**src/accel_regs_consts.vh**
```
`ifndef ACCEL_REGS_CONSTS_VH
`define ACCEL_REGS_CONSTS_VH

// ****************************************
// register addresses
// ****************************************
`define ADDR_OUT_X_HI 8'h01
`define ADDR_OUT_X_LO 8'h02
`define ADDR_OUT_Y_HI 8'h03
`define ADDR_OUT_Y_LO 8'h04
`define ADDR_OUT_Z_HI 8'h05
`define ADDR_OUT_Z_LO 8'h06
`define ADDR_INT_FLAGS 8'h0C
`define ADDR_IDENTITY 8'h0D
`define ADDR_TEMP_CTRL 8'h1E
`define ADDR_SYS_CTRL 8'h2A

// ****************************************
// interrupt source flag positions
// ****************************************
`define FLAG_TRANS 5
`define FLAG_ORIENT 4
`define FLAG_TAP 3
`define FLAG_FFMT 2
`define FLAG_VECM 1
`define FLAG_DRDY 0

// ****************************************
// system control fields
// ****************************************
`define CTRL_SLEEP_HI 7
`define CTRL_SLEEP_LO 6
`define CTRL_RATE_HI 5
`define CTRL_RATE_LO 3
`define CTRL_LNOISE 2
`define CTRL_FREAD 1
`define CTRL_ACTIVE 0
`define CTRL_RESET 8'h00

// ****************************************
// misc values
// ****************************************
`define TEMP_ENABLE_CODE 8'h03
`define TEMP_RESET 8'h00
`define BYTE_ZERO 8'h00
// arbitrary value, not any maker's code
`define IDENTITY_CODE 8'h5C
`define EVENT_NONE 6'h00
`define ADDR_STEP 8'h01
`define ADDR_SKIP 8'h02
`define AXIS_ALL 3'h7
`define AXIS_NONE 3'h0

// ****************************************
// sample periods in quarter-ms units
// ****************************************
`define PERIOD_MS_W 13
`define PERIOD_1MS25 13'h0005
`define PERIOD_2MS5 13'h000A
`define PERIOD_5MS 13'h0014
`define PERIOD_10MS 13'h0028
`define PERIOD_20MS 13'h0050
`define PERIOD_80MS 13'h0140
`define PERIOD_160MS 13'h0280
`define PERIOD_640MS 13'h0A00

`endif

```
**src/accel_irq_status_and_mode_control.v**
```verilog
`include "accel_regs_consts.vh"

// Operation
// - bit 5 sets on enabled transient event; clears on transient register read
// - bit 4 sets on enabled orientation change; clears on orientation status read
// - bit 3 sets on enabled tap event; clears on tap register read
// - bit 2 sets on enabled free-fall/motion interrupt; clears on its register read
// - bit 1 sets on vector-magnitude interrupt; clears on flag register read
// - bit 0 sets on new sample; clears after X, Y, Z read
// - six-byte burst from X high byte fetches all axes
// - read-only identity register at 0Dh holds fixed code
// - bits 7:6 pick sleep rate 50, 12.5, 6.25, 1.56 Hz
// - auto-sleep runs everything at the sleep rate
// - bits 5:3 pick output rate 800 down to 1.5625 Hz
// - bit 2 enables low-noise mode, range limited to 4 g
// - bit 1 fast-read: high bytes only, burst skips low bytes
// - bit 0 selects standby or active, resets to standby
// - writing 03h to temperature control halves all rates
// - flag register read clears only vector-magnitude flag
module accel_irq_status_and_mode_control (
   // clock and reset
   input wire clock,
   input wire reset,
   input wire clockEnable,
   // register access port from serial front end
   input wire regSelect,
   input wire regWrite,
   input wire burstStart,
   input wire [7:0] regAddress,
   input wire [7:0] regWriteData,
   output reg [7:0] regReadData_q,
   output reg [7:0] regAddrNext_q,
   // function engine events
   input wire transientActive,
   input wire orientationChange,
   input wire tapActive,
   input wire ffmtActive,
   input wire vecmInterrupt,
   input wire newSample,
   input wire [5:0] functionIntEnable,
   input wire autoSleeping,
   // sample data
   input wire [7:0] outXHi,
   input wire [7:0] outXLo,
   input wire [7:0] outYHi,
   input wire [7:0] outYLo,
   input wire [7:0] outZHi,
   input wire [7:0] outZLo,
   input wire [7:0] transientReg,
   input wire [7:0] orientationReg,
   input wire [7:0] tapReg,
   input wire [7:0] ffmtReg,
   input wire [7:0] transientAddr,
   input wire [7:0] orientationAddr,
   input wire [7:0] tapAddr,
   input wire [7:0] ffmtAddr,
   // control and status out
   output reg [7:0] interruptFlags_q,
   output reg activeMode_q,
   output reg lowNoise_q,
   output reg fastRead_q,
   output reg tempEnabled_q,
   output reg [`PERIOD_MS_W-1:0] samplePeriod_q
);
   // ****************************************
   // pin synchronisers for engine events
   // ****************************************
   // engine events come from another clock, so two flops stand before any use
   reg [5:0] eventMeta_q;
   reg [5:0] eventSync_q;
   reg autoSleepMeta_q;
   reg autoSleepSync_q;
   wire [5:0] eventRaw;
   assign eventRaw = {transientActive, orientationChange, tapActive, ffmtActive,
      vecmInterrupt, newSample};

   always @(posedge clock) begin
      if (reset) begin
         eventMeta_q <= `EVENT_NONE;
         eventSync_q <= `EVENT_NONE;
         autoSleepMeta_q <= 1'b0;
         autoSleepSync_q <= 1'b0;
      end else if (clockEnable) begin
         eventMeta_q <= eventRaw;
         eventSync_q <= eventMeta_q;
         autoSleepMeta_q <= autoSleeping;
         autoSleepSync_q <= autoSleepMeta_q;
      end
   end

   // ****************************************
   // control registers
   // ****************************************
   reg [7:0] systemControl_q;
   reg [7:0] temperatureControl_q;
   wire readStrobe;
   wire writeStrobe;
   assign readStrobe = regSelect & ~regWrite;
   assign writeStrobe = regSelect & regWrite;

   // one read access of the given address
   function readHit;
      input strobe;
      input [7:0] addr;
      input [7:0] target;
      begin
         readHit = strobe & (addr == target);
      end
   endfunction

   always @(posedge clock) begin
      if (reset) begin
         systemControl_q <= `CTRL_RESET;
         temperatureControl_q <= `TEMP_RESET;
      end else if (clockEnable && writeStrobe) begin
         // host keeps fields stable while active
         if (regAddress == `ADDR_SYS_CTRL) begin
            systemControl_q <= regWriteData;
         end
         if (regAddress == `ADDR_TEMP_CTRL) begin
            temperatureControl_q <= regWriteData;
         end
      end
   end

   // ****************************************
   // rate selection
   // ****************************************
   wire [`PERIOD_MS_W-1:0] periodNow;
   rate_decode rateDecode (
      .outputRateSelect(systemControl_q[`CTRL_RATE_HI:`CTRL_RATE_LO]),
      .sleepRateSelect(systemControl_q[`CTRL_SLEEP_HI:`CTRL_SLEEP_LO]),
      .tempEnable(temperatureControl_q == `TEMP_ENABLE_CODE),
      .sleeping(autoSleepSync_q),
      .periodQuarterMs(periodNow)
   );

   always @(posedge clock) begin
      if (reset) begin
         activeMode_q <= 1'b0;
         lowNoise_q <= 1'b0;
         fastRead_q <= 1'b0;
         tempEnabled_q <= 1'b0;
         samplePeriod_q <= {`PERIOD_MS_W{1'b0}};
      end else if (clockEnable) begin
         activeMode_q <= systemControl_q[`CTRL_ACTIVE];
         lowNoise_q <= systemControl_q[`CTRL_LNOISE];
         // fifo mode gating is host duty
         fastRead_q <= systemControl_q[`CTRL_FREAD];
         tempEnabled_q <= (temperatureControl_q == `TEMP_ENABLE_CODE);
         samplePeriod_q <= periodNow;
      end
   end

   // ****************************************
   // axis read tracking for data-ready
   // ****************************************
   reg [2:0] axisRead_q;
   wire [2:0] axisHit;
   // fast-read ends each axis at its high byte, else at its low byte
   assign axisHit[0] = readStrobe & (regAddress == (fastRead_q ? `ADDR_OUT_X_HI : `ADDR_OUT_X_LO));
   assign axisHit[1] = readStrobe & (regAddress == (fastRead_q ? `ADDR_OUT_Y_HI : `ADDR_OUT_Y_LO));
   assign axisHit[2] = readStrobe & (regAddress == (fastRead_q ? `ADDR_OUT_Z_HI : `ADDR_OUT_Z_LO));
   wire allAxesRead;
   assign allAxesRead = ((axisRead_q | axisHit) == `AXIS_ALL);

   always @(posedge clock) begin
      if (reset) begin
         axisRead_q <= `AXIS_NONE;
      end else if (clockEnable) begin
         // new sample restarts tracking so stale reads do not clear it
         if (eventSync_q[`FLAG_DRDY] | allAxesRead) begin
            axisRead_q <= `AXIS_NONE;
         end else begin
            axisRead_q <= axisRead_q | axisHit;
         end
      end
   end

   // ****************************************
   // interrupt source flags
   // ****************************************
   wire [5:0] setFlag;
   wire [5:0] clearFlag;
   wire [5:0] flagState;
   assign setFlag = eventSync_q & {functionIntEnable[5:2], 1'b1, 1'b1};
   assign clearFlag[`FLAG_TRANS] = readHit(readStrobe, regAddress, transientAddr);
   assign clearFlag[`FLAG_ORIENT] = readHit(readStrobe, regAddress, orientationAddr);
   assign clearFlag[`FLAG_TAP] = readHit(readStrobe, regAddress, tapAddr);
   assign clearFlag[`FLAG_FFMT] = readHit(readStrobe, regAddress, ffmtAddr);
   assign clearFlag[`FLAG_VECM] = readHit(readStrobe, regAddress, `ADDR_INT_FLAGS);
   assign clearFlag[`FLAG_DRDY] = allAxesRead;

   genvar i;
   generate
      for (i = 0; i < 6; i = i + 1) begin : flags
         flag_bit flagBit (
            .clock(clock),
            .reset(reset),
            .clockEnable(clockEnable),
            .setEvent(setFlag[i]),
            .clearEvent(clearFlag[i]),
            .flag_q(flagState[i])
         );
      end
   endgenerate

   always @(posedge clock) begin
      if (reset) begin
         interruptFlags_q <= `BYTE_ZERO;
      end else if (clockEnable) begin
         interruptFlags_q <= {2'b00, flagState};
      end
   end

   // ****************************************
   // read data and burst address pointer
   // ****************************************
   function [7:0] nextAddr;
      input [7:0] addr;
      input fast;
      begin
         if (fast && (addr == `ADDR_OUT_X_HI || addr == `ADDR_OUT_Y_HI)) begin
            nextAddr = addr + `ADDR_SKIP;
         end else if (fast && addr == `ADDR_OUT_Z_HI) begin
            nextAddr = addr + `ADDR_SKIP;
         end else begin
            nextAddr = addr + `ADDR_STEP;
         end
      end
   endfunction

   reg [7:0] readMux;
   always @* begin
      case (regAddress)
         `ADDR_OUT_X_HI: readMux = outXHi;
         `ADDR_OUT_X_LO: readMux = outXLo;
         `ADDR_OUT_Y_HI: readMux = outYHi;
         `ADDR_OUT_Y_LO: readMux = outYLo;
         `ADDR_OUT_Z_HI: readMux = outZHi;
         `ADDR_OUT_Z_LO: readMux = outZLo;
         `ADDR_INT_FLAGS: readMux = {2'b00, flagState};
         `ADDR_IDENTITY: readMux = `IDENTITY_CODE;
         `ADDR_SYS_CTRL: readMux = systemControl_q;
         `ADDR_TEMP_CTRL: readMux = temperatureControl_q;
         default: readMux = `BYTE_ZERO;
      endcase
      if (regAddress == transientAddr) begin
         readMux = transientReg;
      end
      if (regAddress == orientationAddr) begin
         readMux = orientationReg;
      end
      if (regAddress == tapAddr) begin
         readMux = tapReg;
      end
      if (regAddress == ffmtAddr) begin
         readMux = ffmtReg;
      end
   end

   always @(posedge clock) begin
      if (reset) begin
         regReadData_q <= `BYTE_ZERO;
      end else if (clockEnable && readStrobe) begin
         regReadData_q <= readMux;
      end
   end

   // ****************************************
   // burst address pointer
   // ****************************************
   // later bytes step from the pointer, not from whatever address the host still shows
   wire [7:0] burstBase;
   assign burstBase = burstStart ? regAddress : regAddrNext_q;

   always @(posedge clock) begin
      if (reset) begin
         regAddrNext_q <= `BYTE_ZERO;
      end else if (clockEnable && regSelect) begin
         regAddrNext_q <= nextAddr(burstBase, fastRead_q);
      end
   end
endmodule

```
**src/rate_decode.v**
```verilog
`include "accel_regs_consts.vh"

module rate_decode (
   // control fields
   input wire [2:0] outputRateSelect,
   input wire [1:0] sleepRateSelect,
   input wire tempEnable,
   input wire sleeping,
   // sample period in ms (x4 for fraction)
   output wire [`PERIOD_MS_W-1:0] periodQuarterMs
);
   // ****************************************
   // rate tables
   // ****************************************
   // quarter-ms units keep 1.25 ms exact
   function [`PERIOD_MS_W-1:0] outPeriod;
      input [2:0] sel;
      begin
         case (sel)
            3'h0: outPeriod = `PERIOD_1MS25;
            3'h1: outPeriod = `PERIOD_2MS5;
            3'h2: outPeriod = `PERIOD_5MS;
            3'h3: outPeriod = `PERIOD_10MS;
            3'h4: outPeriod = `PERIOD_20MS;
            3'h5: outPeriod = `PERIOD_80MS;
            3'h6: outPeriod = `PERIOD_160MS;
            default: outPeriod = `PERIOD_640MS;
         endcase
      end
   endfunction

   // sleep rates 50, 12.5, 6.25, 1.56 Hz
   function [`PERIOD_MS_W-1:0] sleepPeriod;
      input [1:0] sel;
      begin
         case (sel)
            2'h0: sleepPeriod = `PERIOD_20MS;
            2'h1: sleepPeriod = `PERIOD_80MS;
            2'h2: sleepPeriod = `PERIOD_160MS;
            default: sleepPeriod = `PERIOD_640MS;
         endcase
      end
   endfunction

   wire [`PERIOD_MS_W-1:0] basePeriod;
   assign basePeriod = sleeping ? sleepPeriod(sleepRateSelect) : outPeriod(outputRateSelect);
   assign periodQuarterMs = tempEnable ? {basePeriod[`PERIOD_MS_W-2:0], 1'b0} : basePeriod;
endmodule

```
**src/flag_bit.v**
```verilog
module flag_bit (
   // clock and control
   input wire clock,
   input wire reset,
   input wire clockEnable,
   // set and clear
   input wire setEvent,
   input wire clearEvent,
   // state
   output reg flag_q
);
   always @(posedge clock) begin
      if (reset) begin
         flag_q <= 1'b0;
      end else if (clockEnable) begin
         if (setEvent) begin
            flag_q <= 1'b1;
         end else if (clearEvent) begin
            flag_q <= 1'b0;
         end
      end
   end
endmodule

```
**config.mk**
```make
export PLATFORM = sky130hd
export DESIGN_NAME = accel_irq_status_and_mode_control
export DESIGN_NICKNAME = d
export VERILOG_FILES = /design/src/accel_irq_status_and_mode_control.v /design/src/rate_decode.v /design/src/flag_bit.v
export VERILOG_INCLUDE_DIRS = /design/src
export SDC_FILE = /design/constraint.sdc
export NUM_CORES = 1
export LEC_CHECK = 0
export BUFFER_PORTS_ARGS = -buffer_cell sky130_fd_sc_hd__buf_2
export CAP_MARGIN = 20
export CORE_AREA = 8 8 117 119
export CTS_BUF_LIST = sky130_fd_sc_hd__clkbuf_4 sky130_fd_sc_hd__clkbuf_8
export DETAILED_ROUTE_END_ITERATION = 10
export DIE_AREA = 0 0 125 127
export GPL_TIMING_DRIVEN = 0
export PLACE_DENSITY_LB_ADDON = 0.05
export SLEW_MARGIN = 20
export SYNTH_ARGS = -nofsm -noshare
export SYNTH_HDL_FRONTEND = slang
export SYNTH_SLANG_ARGS = --single-unit
```
**constraint.sdc**
```tcl
create_clock -name clock -period 7.03 [get_ports clock]
set_input_delay 1.7575 -clock clock [delete_from_list [all_inputs] [get_ports clock]]
set_output_delay 1.7575 -clock clock [all_outputs]
set_load 0.01 [all_outputs]
```
# == After elaboration in Yosys (flattened, before gate mapping) ==
# Cells that the tools add are included.
# classes
n_lt_le_gt_ge,0
n_mul,0
n_mux,28
div,0
reduce_logical,22
n_shift,0
n_eq_ne,30
n_bitwise,14
addsub,2
# ops
cell,n
one-hot mux 12 bit (7 select lines),1
one-hot mux 8 bit (10 select lines),1
two-way mux 8 bit,7
one-hot mux 12 bit (3 select lines),1
"equality test 8 x 2 -> 1 bit, second input constant",4
"equality test 8 x 3 -> 1 bit, second input constant",4
equality test 8 bit,4
"equality test 8 x 1 -> 1 bit, second input constant",2
equality test 8 x 3 -> 1 bit,2
"equality test 8 x 4 -> 1 bit, second input constant",2
AND reduction 2 bit,8
two-way mux 13 bit,1
"equality test 3 bit, second input constant",4
two-way mux 1 bit,12
two-way mux 12 bit,1
nonzero test 2 bit,6
AND 1 bit,10
"adder 8 x 1 -> 8 bit, second input constant",1
"adder 8 x 2 -> 8 bit, second input constant",1
equality test 8 x 2 -> 1 bit,1
"equality test 8 x 5 -> 1 bit, second input constant",1
"equality test 8 x 6 -> 1 bit, second input constant",1
AND 6 bit,1
"equality test 3 x 2 -> 1 bit, second input constant",2
other kinds (12),18
# totals
ram_bits,0
mem_bits_ro,0
mem_count,0
inputBits,147
wordCells,117
latchBits,0
out_inout_bits,41
reg_bits,78

# == Longest topological paths before layout ==
# depth
ltp_word,7
ltp_mapped,11
depth_no_buf,8

# == Modules after synthesis ==
# Synthesis repeated with hierarchy kept, for this count alone.
# hier_totals
hier_cells,625
area_unflattened_um2,5176.2
# by_module_without_submodules
mod,instances,cells_per_inst,area_per_inst_um2,seq_area_each_um2
accel_irq_status_and_mode_control,1,559,4635.7,1441.4
rate_decode,1,42,285.3,0.0
flag_bit,6,4,42.5,20.0

# == Worst setup path before layout ==
# Ideal clock, no wire load.
# synth_path
kind,input port to flip-flop
start,input regAddress[1]
end,register regAddrNext_q[7]
path_stages,10
n_path_buf,3
required_ns,6.909
setup_ns,0.121
t_arrival_ns,3.656
slack_ns,3.253
path_cell_list,buf_6 buf_6 clkbuf_1 mux2_2 ha_1 a21o_1 o2111ai_4 a21boi_4 nand3_2 mux2_4
# synth_between
elab_chain_cells,5
word_cells_on_any_way,11
classes_between,add/sub (2); eq/ne (3); mux (3); reduce/logical (3)
# synth_lines
item,line,source
start: declaration,accel_irq_status_and_mode_control.v:29,"input wire [7:0] regAddress,"
two-way mux 8 bit (*),accel_irq_status_and_mode_control.v:275,assign burstBase = burstStart ? regAddress : regAddrNext_q;
"parallel branches: the longest is 3 deep, another holds adder 8 x 1 -> 8 bit",n/a,
two-way mux 8 bit (*),accel_irq_status_and_mode_control.v:223,if (fast && (addr == `ADDR_OUT_X_HI || addr == `ADDR_OUT_Y_HI)) begin
end signal: assignment,accel_irq_status_and_mode_control.v:279,regAddrNext_q <= `BYTE_ZERO;
end signal: assignment,accel_irq_status_and_mode_control.v:281,"regAddrNext_q <= nextAddr(burstBase, fastRead_q);"
end: declaration,accel_irq_status_and_mode_control.v:32,"output reg [7:0] regAddrNext_q,"
# Every way passes the cells marked *.
# A chain may end at the register's enable or synchronous reset.

# == Final worst setup path ==
# Same ends and word-level chain as after synthesis.

==> flow_summary.json <==
{
  "status": "finished clean",
  "wl_met3_mm": 1.79,
  "cts_buffers": 9,
  "dp_cells": 948,
  "root_buffer": "clkbuf_8",
  "fmax_mhz": 255,
  "leakage_nw": 2.87,
  "met1_length_mm": 8.34,
  "path_cells": "buf_6 > buf_6 > clkbuf_1 > mux2_2 > ha_1 > a21o_1 > o2111ai_4 > a21boi_4 > nand3_2 > mux2_4",
  "yosysUniqueCellTypes": 81,
  "reg2reg_setup_slack_ns": 4.82,
  "synth_edf_count": 0,
  "power.density_mw_per_mm2": 161,
  "dr.first_iter.drc_count": 471,
  "insertion_delay_ns": 0.36,
  "hold_slack_ns": 0.472,
  "setup_tns_ns": 0,
  "drcViolationCount": 0,
  "fin_nets": 962,
  "hold_path_startpoint": "samplePeriod_q[7]$_SDFFE_PP0P_",
  "fillers": 1127,
  "grt_overflow": 0,
  "fin_worst_skew_ns": 0.0103,
  "layout_setup_ws_ns": 3.10,
  "critPathTopFamily": "buffers and inverters",
  "drive_above_1_share": 0.291,
  "hold_path.class": "register to register",
  "routed_wl_mm": 19.6,
  "syn_to_final_growth_pct": 25.2,
  "yosysWarnings": 0,
  "worst_path_largest_cell_delay_ns": 0.48,
  "period_share": 0.559,
  "vias": 5600,
  "die_h_um": 127,
  "grt_first_pass_wirelength_mm": 30.5,
  "place_congestion": 0.927,
  "cts.sinks": 78,
  "r2r_cells": 6,
  "top_layer_used": "met5",
  "wl_met2_mm": 8.95,
  "post-place-ws_ns": 2.76,
  "boundaryPins": 188,
  "cts_tree": "done",
  "hold_violations": 0,
  "fp-row-count": 40,
  "fin_cells": 964,
  "crit_arrival_ns": 4.19,
  "critPathCaptureType": "register",
  "vias_per_cell": 5.81,
  "finalCriticalPeriod_ns": 3.93,
  "grt_usage": 0.240,
  "timing.critical_path.mode_cell": "buf_6",
  "critical_path_class": "input pin to register",
  "fin_area_sq_mm": 0.00648,
  "syn_area_sq_mm": 0.00517,
  "cp_num_buf_inv": 3,
  "holdPathEnd": "samplePeriod_q[7]$_SDFFE_PP0P_",
  "die_w_um": 125,
  "cap_violations": 0,
  "synth_ff_type": "dfxtp_1",
  "slew-limit-headroom": 0.379,
  "yosys-top-cells-area": "dfxtp_1 30%, mux2i_1 11%, nor2_1 5.7%, xnor2_1 4.7%, a21oi_1 3.6%",
  "postCtsResizedCells": 0,
  "synthTopCellsByCount": "79 x nor2_1, 78 x dfxtp_1, 58 x mux2i_1",
  "tightest_slew_ns": 0.932,
  "syn_area_per_cell_sq_um": 8.31,
  "async_flop_share": 0,
  "clockBufferDepth": 2,
  "postCtsHoldBufs": 0,
  "grt_max_degree": 15,
  "clk_pin_slew_worst_paths_ns": 0.09,
  "cp.required_ns": 7.29,
  "ir_drop_mv": 0.135,
  "antenna_found_initial": 2,
  "avgRoutedWirePerCell_um": 20.3,
  "ys_seq_area_frac": 0.302,
  "hpwl_mm": 15.5,
  "cts_setup_buffers": 0,
  "yosysTopAreaCellShare": 0.302,
  "grt_pass1_vias": 5512,
  "timing.rr.end": "regAddrNext_q[7]$_SDFFE_PP0P_",
  "placed_cell_area_sq_mm": 0.00625,
  "setup_viol": 0,
  "first_pass_iters": 6,
  "maxSlewViolCount": 0,
  "die-area_sq_mm": 0.0159,
  "start_util": 0.438,
  "yosysMostFrequentCell": "nor2_1",
  "cp-start-kind": "input pin",
  "io_buffers": 177,
  "synth_cells": 623,
  "drtAntennaViolNets": 0,
  "htreeDepth": 3,
  "hold_depth": 2,
  "ys_ff_latch": 78,
  "worstPathMaxFanout": 10,
  "rsz0062_at_grt": "no",
  "n_antenna_cell": 0,
  "r2r_start": "regAddrNext_q[4]$_SDFFE_PP0P_",
  "crit_path_top_delay_cell": "clkbuf_1",
  "yosys.area.top_type": "dfxtp_1",
  "core_sq_mm": 0.0118
}
[logic make-up (layout without fill, tap and decap cells)]
logic type / count (synthesis) / count (layout) / share of synthesized area
and+or+nand+nor: 237 / 237 / 0.247
AOI/OAI and AO/OA: 145 / 145 / 0.200
DFF: 78 / 78 / 0.302
muxes: 62 / 62 / 0.122
buffers and inverters: 61 / 254 / 0.0609
xor gates and xnor gates: 36 / 36 / 0.0609
adders and majority gates: 3 / 3 / 0.00725
other: 1 / 2 / 0.000725
[routing by layer]
metal | up-vias | global-route usage
met3 | 33 | 0.0636
met4 | 4 | 0.0910
li1 | 2645 | -
met1 | 2634 | 0.300
met2 | 284 | 0.389
met5 | - | 0
[metrics by stage]
step | power, mW | utilization
after floorplan | 0.576 | -
after CTS | 1.05 | 0.548
final | 1.04 | 0.548
after global placement | 0.655 | 0.529
after detailed placement | 0.659 | 0.529
after global routing | 1.09 | 0.548
[where the power goes]
part	internal (mW)	total [mW]	switching [mW]	leakage, nW
logic	0.0864	0.192	0.106	2.12
clock network	0.212	0.392	0.180	0.117
registers	0.450	0.458	0.00766	0.632
total	0.749	1.04	0.293	2.87
[flip-flops by register name (all words and copies together), names as in the netlist, 8 cells and up]
name / count
samplePeriod_q: 13
regAddrNext_q: 8
regReadData_q: 8
systemControl_q: 8
temperatureControl_q: 8
[tightest hold or removal path, stage by stage, from the launching register on]
cell      delay, ns
dfxtp_1        0.32
nand2b_1       0.06
a21oi_1        0.05
[cell usage in the layout, fill, tap and decap left out, types with 14 or more instances in the layout]
cell | netlist | routed
nand2_1 | 34 | 34
xnor2_1 | 28 | 28
o21ai_0 | 22 | 22
nand3_1 | 32 | 32
a21oi_1 | 37 | 37
buf_2 | 9 | 186
mux2i_1 | 58 | 58
dfxtp_1 | 78 | 78
nor2_1 | 79 | 79
clkbuf_1 | 27 | 27
nand4_1 | 14 | 14
[how the worst max path moves through the flow]
| stage | from | cells past startpoint | endpoint | slack, ns |
|---|---|---|---|---|
| final | regAddress[1] | 10 | regAddrNext_q[7]$_SDFFE_PP0P_ | 3.10 |
| after floorplan | regAddress[1] | 10 | regAddrNext_q[7]$_SDFFE_PP0P_ | 3.25 |
| after CTS | regAddress[1] | 10 | regAddrNext_q[7]$_SDFFE_PP0P_ | 3.16 |
| after detailed placement | regAddress[1] | 10 | regAddrNext_q[7]$_SDFFE_PP0P_ | 2.76 |
| after global placement | regAddress[1] | 10 | regAddrNext_q[7]$_SDFFE_PP0P_ | 2.81 |
| after global routing | regAddress[1] | 10 | regAddrNext_q[7]$_SDFFE_PP0P_ | 3.03 |
[cell type report]
type,count,area (sq um),share of cell area
clock buffers,10,138,0.0212
flip-flops and latches,78,1560,0.241
clock inverters,6,91.3,0.0141
well taps,147,184,0.0284
plain buffers,52,282,0.0435
inverters,9,33.8,0.00522
repair buffers,177,886,0.137
multi-input cells,485,3300,0.510
Note: power is estimated with default switching activity, not from simulation.
